`src/rtl/bteb_pkg.sv`:
```
// bteb_pkg: register map, field layout, encodings and colour helpers for the blend/fill engine
package bteb_pkg;

  // ----------------------------------------------------------------------
  // register offsets
  // ----------------------------------------------------------------------
  localparam logic [7:0] BTEB_STATUS_OFS = 8'h00;
  localparam logic [7:0] BTEB_CFG_OFS = 8'h90;
  localparam logic [7:0] BTEB_CTRL1_OFS = 8'h91;
  localparam logic [7:0] BTEB_CTRL2_OFS = 8'h92;
  localparam logic [7:0] BTEB_WIDTH_LO_OFS = 8'h98;
  localparam logic [7:0] BTEB_WIDTH_HI_OFS = 8'h99;
  localparam logic [7:0] BTEB_HEIGHT_LO_OFS = 8'h9A;
  localparam logic [7:0] BTEB_HEIGHT_HI_OFS = 8'h9B;
  localparam logic [7:0] BTEB_PAL_IDX_OFS = 8'hA0;
  localparam logic [7:0] BTEB_PAL_LO_OFS = 8'hA1;
  localparam logic [7:0] BTEB_PAL_HI_OFS = 8'hA2;
  localparam logic [7:0] BTEB_ALPHA_OFS = 8'hB5;
  localparam logic [7:0] BTEB_FG_R_OFS = 8'hD2;
  localparam logic [7:0] BTEB_FG_G_OFS = 8'hD3;
  localparam logic [7:0] BTEB_FG_B_OFS = 8'hD4;
  localparam logic [7:0] BTEB_BG_R_OFS = 8'hD5;
  localparam logic [7:0] BTEB_BG_G_OFS = 8'hD6;
  localparam logic [7:0] BTEB_BG_B_OFS = 8'hD7;

  // ----------------------------------------------------------------------
  // field positions and reset values
  // ----------------------------------------------------------------------
  localparam int BTEB_CFG_HOST16_BIT = 0;
  localparam int BTEB_CFG_PIXMODE_BIT = 1;
  localparam int BTEB_CFG_START_BIT = 4;
  localparam int BTEB_STATUS_BUSY_BIT = 3;
  localparam int BTEB_STARTBIT_MSB = 7;
  localparam int BTEB_STARTBIT_LSB = 4;
  localparam int BTEB_DEPTH_MSB = 6;
  localparam int BTEB_DEPTH_LSB = 5;
  localparam logic [7:0] BTEB_REG_RST = 8'h00;
  localparam logic [11:0] BTEB_DIM_RST = 12'h000;

  // ----------------------------------------------------------------------
  // operation codes (low nibble of control 1) and colour depths
  // ----------------------------------------------------------------------
  localparam logic [3:0] BTEB_OP_HOST_EXP = 4'h0;
  localparam logic [3:0] BTEB_OP_HOST_EXP_CK = 4'h1;
  localparam logic [3:0] BTEB_OP_MEM_EXP = 4'h2;
  localparam logic [3:0] BTEB_OP_MEM_EXP_CK = 4'h3;
  localparam logic [3:0] BTEB_OP_MEM_BLEND = 4'h4;
  localparam logic [3:0] BTEB_OP_HOST_BLEND = 4'h5;
  localparam logic [3:0] BTEB_OP_FILL = 4'h6;
  localparam logic [1:0] BTEB_DEPTH_8 = 2'h0;
  localparam logic [1:0] BTEB_DEPTH_16 = 2'h1;
  localparam logic [3:0] BTEB_MSB_8 = 4'h7;
  localparam logic [3:0] BTEB_MSB_16 = 4'hF;

  // ----------------------------------------------------------------------
  // blend weights in 32nds
  // ----------------------------------------------------------------------
  localparam logic [5:0] BTEB_W_FULL = 6'h20;
  localparam logic [5:0] BTEB_W2_ONE = 6'h0A;
  localparam logic [5:0] BTEB_W2_TWO = 6'h15;
  localparam logic [3:0] BTEB_A4_FULL = 4'hF;
  localparam int BTEB_W_SHIFT = 5;

  // one destination pixel beat: advance always, write only when set
  typedef struct packed {
    logic valid;
    logic write;
    logic [23:0] color;
  } bteb_pix_t;

  typedef enum logic {BTEB_IDLE, BTEB_RUN} bteb_state_t;

  // 8-bit r,g,b (msb aligned) to pixel of the given depth
  function automatic logic [23:0] bteb_pack(input logic [23:0] rgb, input logic [1:0] depth);
    if (depth == BTEB_DEPTH_8) return {16'h0000, rgb[23:21], rgb[15:13], rgb[7:6]};
    else if (depth == BTEB_DEPTH_16) return {8'h00, rgb[23:19], rgb[15:10], rgb[7:3]};
    else return rgb;
  endfunction

  // pixel of the given depth to msb aligned 8-bit r,g,b
  function automatic logic [23:0] bteb_unpack(input logic [23:0] p, input logic [1:0] depth);
    if (depth == BTEB_DEPTH_8) return {p[7:5], 5'h00, p[4:2], 5'h00, p[1:0], 6'h00};
    else if (depth == BTEB_DEPTH_16) return {p[15:11], 3'h0, p[10:5], 2'h0, p[4:0], 3'h0};
    else return p;
  endfunction

  // 4:4:4 colour to msb aligned 8-bit r,g,b
  function automatic logic [23:0] bteb_unpack444(input logic [11:0] c);
    return {c[11:8], 4'h0, c[7:4], 4'h0, c[3:0], 4'h0};
  endfunction

endpackage

```
`src/rtl/bteb_blend.sv`:
```
// bteb_blend: alpha blend of two pixels, picture or per-pixel weight
`timescale 1ns/1ps
module bteb_blend (
  input wire logic [23:0] src0_pix, // source zero pixel
  input wire logic [23:0] src1_pix, // source one pixel
  input wire logic [11:0] pal_color, // palette entry for 8bpp pixel mode
  input wire logic [1:0] depth, // colour depth
  input wire logic pixel_mode, // per-pixel alpha requested
  input wire logic [7:0] alpha_reg, // whole-picture alpha in 32nds
  output logic [23:0] blend_pix // packed blended pixel
);
  import bteb_pkg::*;

  logic [5:0] weight;
  logic [23:0] s0_rgb;
  logic [23:0] s1_rgb;
  logic [23:0] mix_rgb;

  // ----------------------------------------------------------------------
  // weight and source one colour
  // ----------------------------------------------------------------------
  always_comb begin
    s0_rgb = bteb_unpack(src0_pix, depth);
    if (!pixel_mode || depth[1]) begin
      // picture mode, also the fallback at 24bpp
      weight = (alpha_reg > {2'h0, BTEB_W_FULL}) ? BTEB_W_FULL : alpha_reg[5:0];
      s1_rgb = bteb_unpack(src1_pix, depth);
    end else if (depth == BTEB_DEPTH_16) begin
      weight = (src1_pix[15:12] == BTEB_A4_FULL) ? BTEB_W_FULL : {1'b0, src1_pix[15:12], 1'b0};
      s1_rgb = bteb_unpack444(src1_pix[11:0]);
    end else begin
      unique case (src1_pix[7:6])
        2'h0: weight = 6'h00;
        2'h1: weight = BTEB_W2_ONE;
        2'h2: weight = BTEB_W2_TWO;
        2'h3: weight = BTEB_W_FULL;
      endcase
      s1_rgb = bteb_unpack444(pal_color);
    end
  end

  // ----------------------------------------------------------------------
  // per-channel mix, fraction dropped
  // ----------------------------------------------------------------------
  for (genvar ch = 0; ch < 3; ch++) begin : g_chan
    logic [13:0] mix;
    assign mix = 14'(s0_rgb[ch*8 +: 8]) * 14'(weight)
               + 14'(s1_rgb[ch*8 +: 8]) * 14'(BTEB_W_FULL - weight);
    assign mix_rgb[ch*8 +: 8] = mix[BTEB_W_SHIFT +: 8];
  end

  assign blend_pix = bteb_pack(mix_rgb, depth);

endmodule // bteb_blend

```
`src/rtl/bteb_engine.sv`:
```
// bteb_engine: colour expansion, opacity blend and solid fill engine with register port
//
// The plain strobed port and the address map were chosen for this implementation.
`timescale 1ns/1ps

module bteb_engine (
  input wire logic sys_clk, // system clock
  input wire logic arst_n, // asynchronous reset, active low
  input wire logic [7:0] reg_addr, // register address
  input wire logic [7:0] reg_wdata, // register write data
  input wire logic reg_wr, // register write strobe
  input wire logic reg_rd, // register read strobe
  output logic [7:0] reg_rdata, // read data, cycle after strobe
  input wire logic host_valid, // host source word present
  input wire logic [15:0] host_data, // host source word
  output logic host_ready, // host word taken when valid
  input wire logic src0_valid, // memory source zero word present
  input wire logic [23:0] src0_data, // memory source zero word
  output logic src0_ready, // memory source zero taken
  input wire logic src1_valid, // memory source one pixel present
  input wire logic [23:0] src1_data, // memory source one pixel
  output logic src1_ready, // memory source one taken
  input wire logic dst_ready, // destination accepts beat
  output bteb_pkg::bteb_pix_t dst_pix, // destination pixel beat
  output logic busy // engine active
);
  import bteb_pkg::*;

  // ----------------------------------------------------------------------
  // declarations
  // ----------------------------------------------------------------------
  logic [7:0] cfg_q;
  logic [7:0] ctrl1_q;
  logic [7:0] ctrl2_q;
  logic [11:0] width_q;
  logic [11:0] height_q;
  logic [5:0] pal_idx_q;
  logic [7:0] pal_lo_q;
  logic [7:0] alpha_q;
  logic [23:0] fg_q;
  logic [23:0] bg_q;
  logic [11:0] pal_mem [64];
  bteb_state_t state_q;
  logic [11:0] x_q;
  logic [11:0] y_q;
  logic [3:0] bit_q;
  logic s0_have_q;
  logic [23:0] s0_q;
  logic s1_have_q;
  logic [23:0] s1_q;
  logic host_ready_q;
  logic src0_ready_q;
  logic src1_ready_q;
  bteb_pix_t dst_q;
  logic busy_q;
  logic [7:0] reg_rdata_q;
  logic [7:0] rd_mux;
  logic [3:0] op;
  logic [1:0] depth;
  logic [3:0] start_bit;
  logic is_fill;
  logic is_blend;
  logic is_expand;
  logic chroma;
  logic from_host;
  logic [3:0] word_msb;
  logic running;
  logic start_go;
  logic s0_take;
  logic s1_take;
  logic [23:0] s0_in;
  logic slot_free;
  logic can_step;
  logic last_x;
  logic last_y;
  logic word_done;
  logic finish;
  logic [23:0] fg_pix;
  logic [23:0] bg_pix;
  logic [23:0] exp_pix;
  logic exp_write;
  logic [23:0] blend_pix;
  logic [23:0] step_color;
  logic step_write;

  // ----------------------------------------------------------------------
  // operation decode
  // ----------------------------------------------------------------------
  assign op = ctrl1_q[3:0];
  assign start_bit = ctrl1_q[BTEB_STARTBIT_MSB:BTEB_STARTBIT_LSB];
  assign depth = ctrl2_q[BTEB_DEPTH_MSB:BTEB_DEPTH_LSB];
  assign is_fill = (op == BTEB_OP_FILL);
  assign is_blend = (op == BTEB_OP_MEM_BLEND) || (op == BTEB_OP_HOST_BLEND);
  assign is_expand = (op == BTEB_OP_HOST_EXP) || (op == BTEB_OP_HOST_EXP_CK)
                  || (op == BTEB_OP_MEM_EXP) || (op == BTEB_OP_MEM_EXP_CK);
  assign chroma = (op == BTEB_OP_HOST_EXP_CK) || (op == BTEB_OP_MEM_EXP_CK);
  assign from_host = (op == BTEB_OP_HOST_EXP) || (op == BTEB_OP_HOST_EXP_CK)
                  || (op == BTEB_OP_HOST_BLEND);

  // word width: host port width for host data, colour depth for memory data
  always_comb begin
    if (from_host) begin
      word_msb = cfg_q[BTEB_CFG_HOST16_BIT] ? BTEB_MSB_16 : BTEB_MSB_8;
    end else begin
      word_msb = (depth == BTEB_DEPTH_8) ? BTEB_MSB_8 : BTEB_MSB_16;
    end
  end

  // ----------------------------------------------------------------------
  // register writes
  // ----------------------------------------------------------------------
  assign running = (state_q == BTEB_RUN);
  assign start_go = reg_wr && (reg_addr == BTEB_CFG_OFS) && reg_wdata[BTEB_CFG_START_BIT]
                 && !running && !dst_q.valid;

  always_ff @(posedge sys_clk or negedge arst_n) begin
    if (!arst_n) begin
      cfg_q <= BTEB_REG_RST;
      ctrl1_q <= BTEB_REG_RST;
      ctrl2_q <= BTEB_REG_RST;
      width_q <= BTEB_DIM_RST;
      height_q <= BTEB_DIM_RST;
      pal_idx_q <= 6'h00;
      pal_lo_q <= BTEB_REG_RST;
      alpha_q <= BTEB_REG_RST;
      fg_q <= 24'h000000;
      bg_q <= 24'h000000;
    end else if (reg_wr) begin
      unique case (reg_addr)
        BTEB_CFG_OFS: cfg_q <= {3'h0, 1'b0, 2'h0, reg_wdata[1:0]};
        BTEB_CTRL1_OFS: ctrl1_q <= reg_wdata;
        BTEB_CTRL2_OFS: ctrl2_q <= reg_wdata;
        BTEB_WIDTH_LO_OFS: width_q[7:0] <= reg_wdata;
        BTEB_WIDTH_HI_OFS: width_q[11:8] <= reg_wdata[3:0];
        BTEB_HEIGHT_LO_OFS: height_q[7:0] <= reg_wdata;
        BTEB_HEIGHT_HI_OFS: height_q[11:8] <= reg_wdata[3:0];
        BTEB_PAL_IDX_OFS: pal_idx_q <= reg_wdata[5:0];
        BTEB_PAL_LO_OFS: pal_lo_q <= reg_wdata;
        BTEB_ALPHA_OFS: alpha_q <= reg_wdata;
        BTEB_FG_R_OFS: fg_q[23:16] <= reg_wdata;
        BTEB_FG_G_OFS: fg_q[15:8] <= reg_wdata;
        BTEB_FG_B_OFS: fg_q[7:0] <= reg_wdata;
        BTEB_BG_R_OFS: bg_q[23:16] <= reg_wdata;
        BTEB_BG_G_OFS: bg_q[15:8] <= reg_wdata;
        BTEB_BG_B_OFS: bg_q[7:0] <= reg_wdata;
        default: ;
      endcase
    end
  end

  // palette ram, entry written on the high-nibble write
  always_ff @(posedge sys_clk) begin
    if (reg_wr && (reg_addr == BTEB_PAL_HI_OFS)) begin
      pal_mem[pal_idx_q] <= {reg_wdata[3:0], pal_lo_q};
    end
  end

  // ----------------------------------------------------------------------
  // register reads, data valid only in the cycle after the strobe
  // ----------------------------------------------------------------------
  always_comb begin
    unique case (reg_addr)
      BTEB_STATUS_OFS: rd_mux = {4'h0, busy_q, 3'h0};
      BTEB_CFG_OFS: rd_mux = cfg_q;
      BTEB_CTRL1_OFS: rd_mux = ctrl1_q;
      BTEB_CTRL2_OFS: rd_mux = ctrl2_q;
      BTEB_WIDTH_LO_OFS: rd_mux = width_q[7:0];
      BTEB_WIDTH_HI_OFS: rd_mux = {4'h0, width_q[11:8]};
      BTEB_HEIGHT_LO_OFS: rd_mux = height_q[7:0];
      BTEB_HEIGHT_HI_OFS: rd_mux = {4'h0, height_q[11:8]};
      BTEB_PAL_IDX_OFS: rd_mux = {2'h0, pal_idx_q};
      BTEB_PAL_LO_OFS: rd_mux = pal_lo_q;
      BTEB_ALPHA_OFS: rd_mux = alpha_q;
      BTEB_FG_R_OFS: rd_mux = fg_q[23:16];
      BTEB_FG_G_OFS: rd_mux = fg_q[15:8];
      BTEB_FG_B_OFS: rd_mux = fg_q[7:0];
      BTEB_BG_R_OFS: rd_mux = bg_q[23:16];
      BTEB_BG_G_OFS: rd_mux = bg_q[15:8];
      BTEB_BG_B_OFS: rd_mux = bg_q[7:0];
      default: rd_mux = 8'h00;
    endcase
  end

  always_ff @(posedge sys_clk or negedge arst_n) begin
    if (!arst_n) begin
      reg_rdata_q <= 8'h00;
    end else begin
      reg_rdata_q <= reg_rd ? rd_mux : 8'h00;
    end
  end

  // ----------------------------------------------------------------------
  // source handshakes and step condition
  // ----------------------------------------------------------------------
  assign s0_take = from_host ? (host_valid && host_ready_q) : (src0_valid && src0_ready_q);
  assign s1_take = src1_valid && src1_ready_q;
  assign s0_in = from_host ? {8'h00, host_data} : src0_data;
  assign slot_free = !dst_q.valid || dst_ready;
  assign can_step = running && slot_free && (is_fill || s0_have_q) && (!is_blend || s1_have_q);
  assign last_x = (x_q == 12'(width_q - 12'h001));
  assign last_y = (y_q == 12'(height_q - 12'h001));
  assign word_done = is_expand ? ((bit_q == 4'h0) || last_x) : 1'b1;
  assign finish = can_step && last_x && last_y;

  // held source zero word
  always_ff @(posedge sys_clk or negedge arst_n) begin
    if (!arst_n) begin
      s0_have_q <= 1'b0;
      s0_q <= 24'h000000;
    end else if (start_go) begin
      s0_have_q <= 1'b0;
    end else if (s0_take) begin
      s0_have_q <= 1'b1;
      s0_q <= s0_in;
    end else if (can_step && word_done && !is_fill) begin
      s0_have_q <= 1'b0;
    end
  end

  // held source one pixel
  always_ff @(posedge sys_clk or negedge arst_n) begin
    if (!arst_n) begin
      s1_have_q <= 1'b0;
      s1_q <= 24'h000000;
    end else if (start_go) begin
      s1_have_q <= 1'b0;
    end else if (s1_take) begin
      s1_have_q <= 1'b1;
      s1_q <= src1_data;
    end else if (can_step && is_blend) begin
      s1_have_q <= 1'b0;
    end
  end

  // ready flags, raised while a word is wanted and none is held
  always_ff @(posedge sys_clk or negedge arst_n) begin
    if (!arst_n) begin
      host_ready_q <= 1'b0;
      src0_ready_q <= 1'b0;
      src1_ready_q <= 1'b0;
    end else begin
      host_ready_q <= running && from_host && !is_fill && !s0_have_q && !s0_take;
      src0_ready_q <= running && !from_host && !is_fill && !s0_have_q && !s0_take;
      src1_ready_q <= running && is_blend && !s1_have_q && !s1_take;
    end
  end

  // ----------------------------------------------------------------------
  // window walk: column, row and bit position
  // ----------------------------------------------------------------------
  always_ff @(posedge sys_clk or negedge arst_n) begin
    if (!arst_n) begin
      state_q <= BTEB_IDLE;
      x_q <= BTEB_DIM_RST;
      y_q <= BTEB_DIM_RST;
      bit_q <= 4'h0;
    end else if (start_go) begin
      state_q <= BTEB_RUN;
      x_q <= BTEB_DIM_RST;
      y_q <= BTEB_DIM_RST;
      bit_q <= start_bit;
    end else if (can_step) begin
      if (finish) begin
        state_q <= BTEB_IDLE;
      end
      if (last_x) begin
        // rest of the word is dropped, next row opens a fresh word
        x_q <= BTEB_DIM_RST;
        y_q <= 12'(y_q + 12'h001);
        bit_q <= start_bit;
      end else begin
        x_q <= 12'(x_q + 12'h001);
        bit_q <= (bit_q == 4'h0) ? word_msb : 4'(bit_q - 4'h1);
      end
    end
  end

  // ----------------------------------------------------------------------
  // pixel generators
  // ----------------------------------------------------------------------
  assign fg_pix = bteb_pack(fg_q, depth);
  assign bg_pix = bteb_pack(bg_q, depth);

  bteb_expand u_expand (
    .src_word(s0_q[15:0]),
    .bit_idx(bit_q),
    .fg_pix(fg_pix),
    .bg_pix(bg_pix),
    .chroma(chroma),
    .exp_pix(exp_pix),
    .exp_write(exp_write)
  );

  bteb_blend u_blend (
    .src0_pix(s0_q),
    .src1_pix(s1_q),
    .pal_color(pal_mem[s1_q[5:0]]),
    .depth(depth),
    .pixel_mode(cfg_q[BTEB_CFG_PIXMODE_BIT]),
    .alpha_reg(alpha_q),
    .blend_pix(blend_pix)
  );

  // choose the beat for the current operation
  always_comb begin
    if (is_fill) begin
      step_color = fg_pix;
      step_write = 1'b1;
    end else if (is_blend) begin
      step_color = blend_pix;
      step_write = 1'b1;
    end else begin
      step_color = exp_pix;
      step_write = exp_write;
    end
  end

  // ----------------------------------------------------------------------
  // destination beat register and busy flag
  // ----------------------------------------------------------------------
  always_ff @(posedge sys_clk or negedge arst_n) begin
    if (!arst_n) begin
      dst_q <= '0;
    end else if (can_step) begin
      dst_q.valid <= 1'b1;
      dst_q.write <= step_write;
      dst_q.color <= step_color;
    end else if (dst_ready) begin
      dst_q.valid <= 1'b0;
    end
  end

  always_ff @(posedge sys_clk or negedge arst_n) begin
    if (!arst_n) begin
      busy_q <= 1'b0;
    end else begin
      busy_q <= start_go || (running && !finish) || can_step
             || (dst_q.valid && !dst_ready);
    end
  end

  assign reg_rdata = reg_rdata_q;
  assign host_ready = host_ready_q;
  assign src0_ready = src0_ready_q;
  assign src1_ready = src1_ready_q;
  assign dst_pix = dst_q;
  assign busy = busy_q;

endmodule // bteb_engine

```
`src/rtl/bteb_expand.sv`:
```
// bteb_expand: one monochrome bit to a foreground or background pixel
`timescale 1ns/1ps
module bteb_expand (
  input wire logic [15:0] src_word, // source word under expansion
  input wire logic [3:0] bit_idx, // bit of the word for this pixel
  input wire logic [23:0] fg_pix, // packed foreground colour
  input wire logic [23:0] bg_pix, // packed background colour
  input wire logic chroma, // zero bits leave destination alone
  output logic [23:0] exp_pix, // expanded colour
  output logic exp_write // pixel must be written
);
  import bteb_pkg::*;

  logic mono_bit;

  // ----------------------------------------------------------------------
  // bit select and colour choice
  // ----------------------------------------------------------------------
  assign mono_bit = src_word[bit_idx];
  assign exp_pix = mono_bit ? fg_pix : bg_pix;
  assign exp_write = mono_bit | ~chroma;

endmodule // bteb_expand

```
`config.mk`:
```
export PLATFORM = sky130hd
export DESIGN_NAME = bteb_engine
export DESIGN_NICKNAME = d
export VERILOG_FILES = /design/src/rtl/bteb_pkg.sv /design/src/rtl/bteb_blend.sv /design/src/rtl/bteb_engine.sv /design/src/rtl/bteb_expand.sv
export SDC_FILE = /design/constraint.sdc
export NUM_CORES = 2
export LEC_CHECK = 0
export ABC_CLOCK_PERIOD_IN_PS = 9000
export BUFFER_PORTS_ARGS = -buffer_cell sky130_fd_sc_hd__buf_2
export CORE_MARGIN = 4
export CORE_UTILIZATION = 57
export CTS_CLUSTER_DIAMETER = 60
export DETAILED_ROUTE_END_ITERATION = 10
export PLACE_DENSITY = 0.86
export RECOVER_POWER = 50
export SYNTH_ARGS = -nofsm -noshare
export SYNTH_HDL_FRONTEND = slang
export SYNTH_HIERARCHICAL = 1
export SYNTH_SLANG_ARGS = --single-unit
```
`constraint.sdc`:
```
create_clock -name sys_clk -period 9 [get_ports sys_clk]
set_input_delay 0.9 -clock sys_clk [delete_from_list [all_inputs] [get_ports sys_clk]]
set_output_delay 0.9 -clock sys_clk [all_outputs]
set_load 0.1 [all_outputs]
```
==> impl_metrics.csv <==
group,metric,value,unit
power_and_ir_drop,p_leak,0.02324,µW
synthesis,leading_register_cell_type_out_of_synthesis,"sky130_fd_sc_hd__edfxtp_1",
floorplan,pin_count,126,
routing,route.detailed.vias_per_inst,6.788,
place,placement.setup.worst_slack,75.97,ps
synthesis,yosys-top-cells-area,"sky130_fd_sc_hd__edfxtp_1, sky130_fd_sc_hd__mux4_2, sky130_fd_sc_hd__dfrtp_1",
global_route,grt_max_degree,175,
synthesis,async_reset_ff_share,22.97,%
place,finalWeightedCongestion,0.9656,
power_and_ir_drop,totalPowerFinal,10520,µW
global_route,grt_pass1_wl,236.1,mm
timing,period_minus_slack,8862,ps
routing,overall_routed_net_length,165.2,mm
routing,vias,36600,
synthesis,synth.yosys.seq_area_share,53.16,%
synthesis,synth_enable_flop_cells,768,
synthesis,postSynthRegisterBits,997,
floorplan,initial_core_util,57.77,%
timing,worst_slack,138.1,ps
timing,tightestPinTransition,4568,ps
timing,finalClockSkew,69.79,ps
place,io_buffer_count,125,
floorplan,die_width,316.3,µm
global_route,grt_antenna_before_repair,5,
global_route,grt_remaining_overflow,0,
setup_path,crit_arrival,9400,ps
setup_path,cpLargestDelayFamily,"adder cells",
routing,post_drt_wl_per_cell,30.64,µm
power_and_ir_drop,worst_ir_drop_vdd,277.5,µV
floorplan,dieArea,0.1000,mm²
clock_network,clk_pin_slew_worst_paths,60,ps
hold_path,holdCritPathClass,"in2reg",
timing,maxClockFrequency,112.8,MHz
synthesis,yosysWarningCount,6,
setup_path,crit_fanout,15,
power_and_ir_drop,ratio_of_total_power_to_cell_area,173.7,mW/mm²
clock_network,worstSkewPairLatency,740,ps
setup_path,regToRegSetupSlack,140,ps
run_status,violations_in_the_final_reports,"capacitance limit, slew limit",
synthesis,syn-cell-area,0.05416,mm²
floorplan,die_h,316.3,µm
setup_path,critical_path.endpoint_type,"flop",
global_route,grt_pass1_vias,36160,
setup_path,startpoint_type,"flop",
synthesis,synthesis.instances,3869,
cells_and_area,stdcell_area,0.06054,mm²
timing,max_slew_margin,-204.6,%
synthesis,synth.lib_cells_used.distinct,104,
cells_and_area,area.growth.synth_to_final,11.78,%
clock_network,buffer_type_at_the_clock_tree_root,"sky130_fd_sc_hd__clkbuf_16",
clock_network,cts-root-to-sink-buffers,3,
place,dp_hpwl,103.1,mm
timing,unrepaired_setup_endpoints_after_global_routing,"yes",
routing,drtIter0Drc,5968,
global_route,grt.total_usage,32.08,%
setup_path,critical_path.n_buffers_inverters,8,
floorplan,fp-row-count,112,
clock_network,tritoncts,"done",
timing,hold_viol_final,0,
floorplan,core_region_area,0.09375,mm²
setup_path,path_common_cell,"sky130_fd_sc_hd__fa_1",
routing,drcViolationCount,0,
cells_and_area,drive_gt1_share,22.58,%
setup_path,worst_path_largest_cell_delay,570,ps
cells_and_area,num-fill-cells,6296,
synthesis,synth_top_area_share,42.58,%
timing,setup-violations-final,0,
place,post_dp_cell_area,0.05674,mm²
timing,min_period_over_period,98.47,%
synthesis,netlist_top_cells_count,"sky130_fd_sc_hd__edfxtp_1, sky130_fd_sc_hd__nand2_1, sky130_fd_sc_hd__inv_1",
clock_network,cts_max_level,3,
synthesis,postSynthNetCount,4324,
setup_path,crit_required,9540,ps
timing,final_max_slew_viols,1089,
synthesis,synth_top_area_cell,"sky130_fd_sc_hd__edfxtp_1",
synthesis,avgSynthCellArea,14.00,µm²
routing,ant_nets,0,
clock_network,cts_inserted_buffers,100,
routing,firstDrtPassIters,7,
clock_network,clock-sinks,997,
setup_path,worstSetupPathType,"reg2reg",
synthesis,yosys.cell_count.top_type,"sky130_fd_sc_hd__edfxtp_1",
job,max-cap-violations,14,
cells_and_area,net_count_final,4506,
setup_path,worst_path_max_delay_cell,"sky130_fd_sc_hd__mux4_2",
run_status,status,"complete, but fails checks",
repair_timing:
| item | in CTS | in global routing |
|---|---|---|
| setup endpoints to repair | 3 | 19 |
| gates cloned | 0 | 6 |
| gates resized for setup | 2 | 30 |
| setup buffers | 0 | 22 |
| hold buffers | 0 | 0 |
| pin swaps | 0 | 7 |
where the power goes:
group | total [µW] | internal, µW | switching, µW | leakage [µW]
sequential | 5150 | 5020 | 138 | 0.0102
combinational | 1040 | 337 | 702 | 0.0114
clock | 4330 | 2390 | 1940 | 0.00163
cells in the final DEF, fill, tap and decap left out, drive strengths merged, types with 88 or more instances in the layout:
cell type	n
nor2	263
nand2	347
mux2	136
mux4	257
fa	231
dfrtp	229
inv	276
o21ai	142
ha	136
clkbuf	131
mux2i	128
edfxtp	768
nand3	88
buf	291
final cells by class:
| type | instances | area, µm² | share of cell area [%] |
|---|---|---|---|
| flip-flops and latches | 997 | 28820 | 47.59 |
| inverters | 268 | 1006 | 1.662 |
| multi-input cells | 2380 | 23510 | 38.82 |
| repair buffers | 304 | 2275 | 3.757 |
| well taps | 1254 | 1569 | 2.592 |
| diodes | 2 | 5.005 | 0.008267 |
| clock buffers | 118 | 2600 | 4.294 |
| clock inverters | 69 | 768.2 | 1.269 |
worst register-to-register path, delay by kind of cell (launching register included):
kind	cells	cell delay, ps
compound gates	4	440
fa+ha+maj	6	2760
flops	1	440
xor+xnor	7	1690
mux	5	1970
simple gates	3	250
buf+inv	8	1160
kinds of logic after synthesis:
family	synth area share (%)
xor gates and xnor gates	1.499
and+or+nand+nor	8.695
adders and majority gates	11.68
muxes	15.90
DFF	53.16
AOI/OAI and AO/OA	5.364
buffers and inverters	3.698
registers in the layout, summed over array words and instances, names as in the netlist, 12 cells and up:
| name | cells |
|---|---|
| dst_pix | 26 |
| bg_q | 24 |
| width_q | 12 |
| height_q | 12 |
| s1_q | 24 |
| x_q | 12 |
| fg_q | 24 |
| y_q | 12 |
| pal_mem | 768 |
| s0_q | 24 |
worst paths after layout:
path,end,depth (start not counted),from
worst min register to register,dst_pix[18],2,dst_pix[18]
worst max register to register,dst_pix[7],33,s1_q[0]
min in group asynchronous,s1_q[15],1,arst_n
worst max-delay path,dst_pix[7],33,s1_q[0]
worst min-delay path,s1_q[18],2,src1_data[18]
max in group asynchronous,s1_q[0],2,arst_n
per-stage QoR:
| step | instances | TNS (ps) | util, % | hold WS [ps] |
|---|---|---|---|---|
| after floorplan | 3869 | 0 | - | 449.3 |
| after global placement | 5175 | 0 | 60.52 | 456.3 |
| after CTS | 5362 | 0 | 64.13 | 96.11 |
| after global routing | 5390 | -252.4 | 64.57 | 374.6 |
| after detailed placement | 5175 | 0 | 60.52 | 464.6 |
| final | 5392 | 0 | 64.58 | 377.3 |
metal layers:
metal / track usage, % / vias to the layer above / part of all wire, %
met3: 6.882 / 619 / 12
met4: 15.38 / 0 / 6.2
met1: 42.41 / 18410 / 35
met5: 0 / - / 0
li1: - / 14610 / -
met2: 51.38 / 2958 / 48
Note: power is estimated with default switching activity, not from simulation.
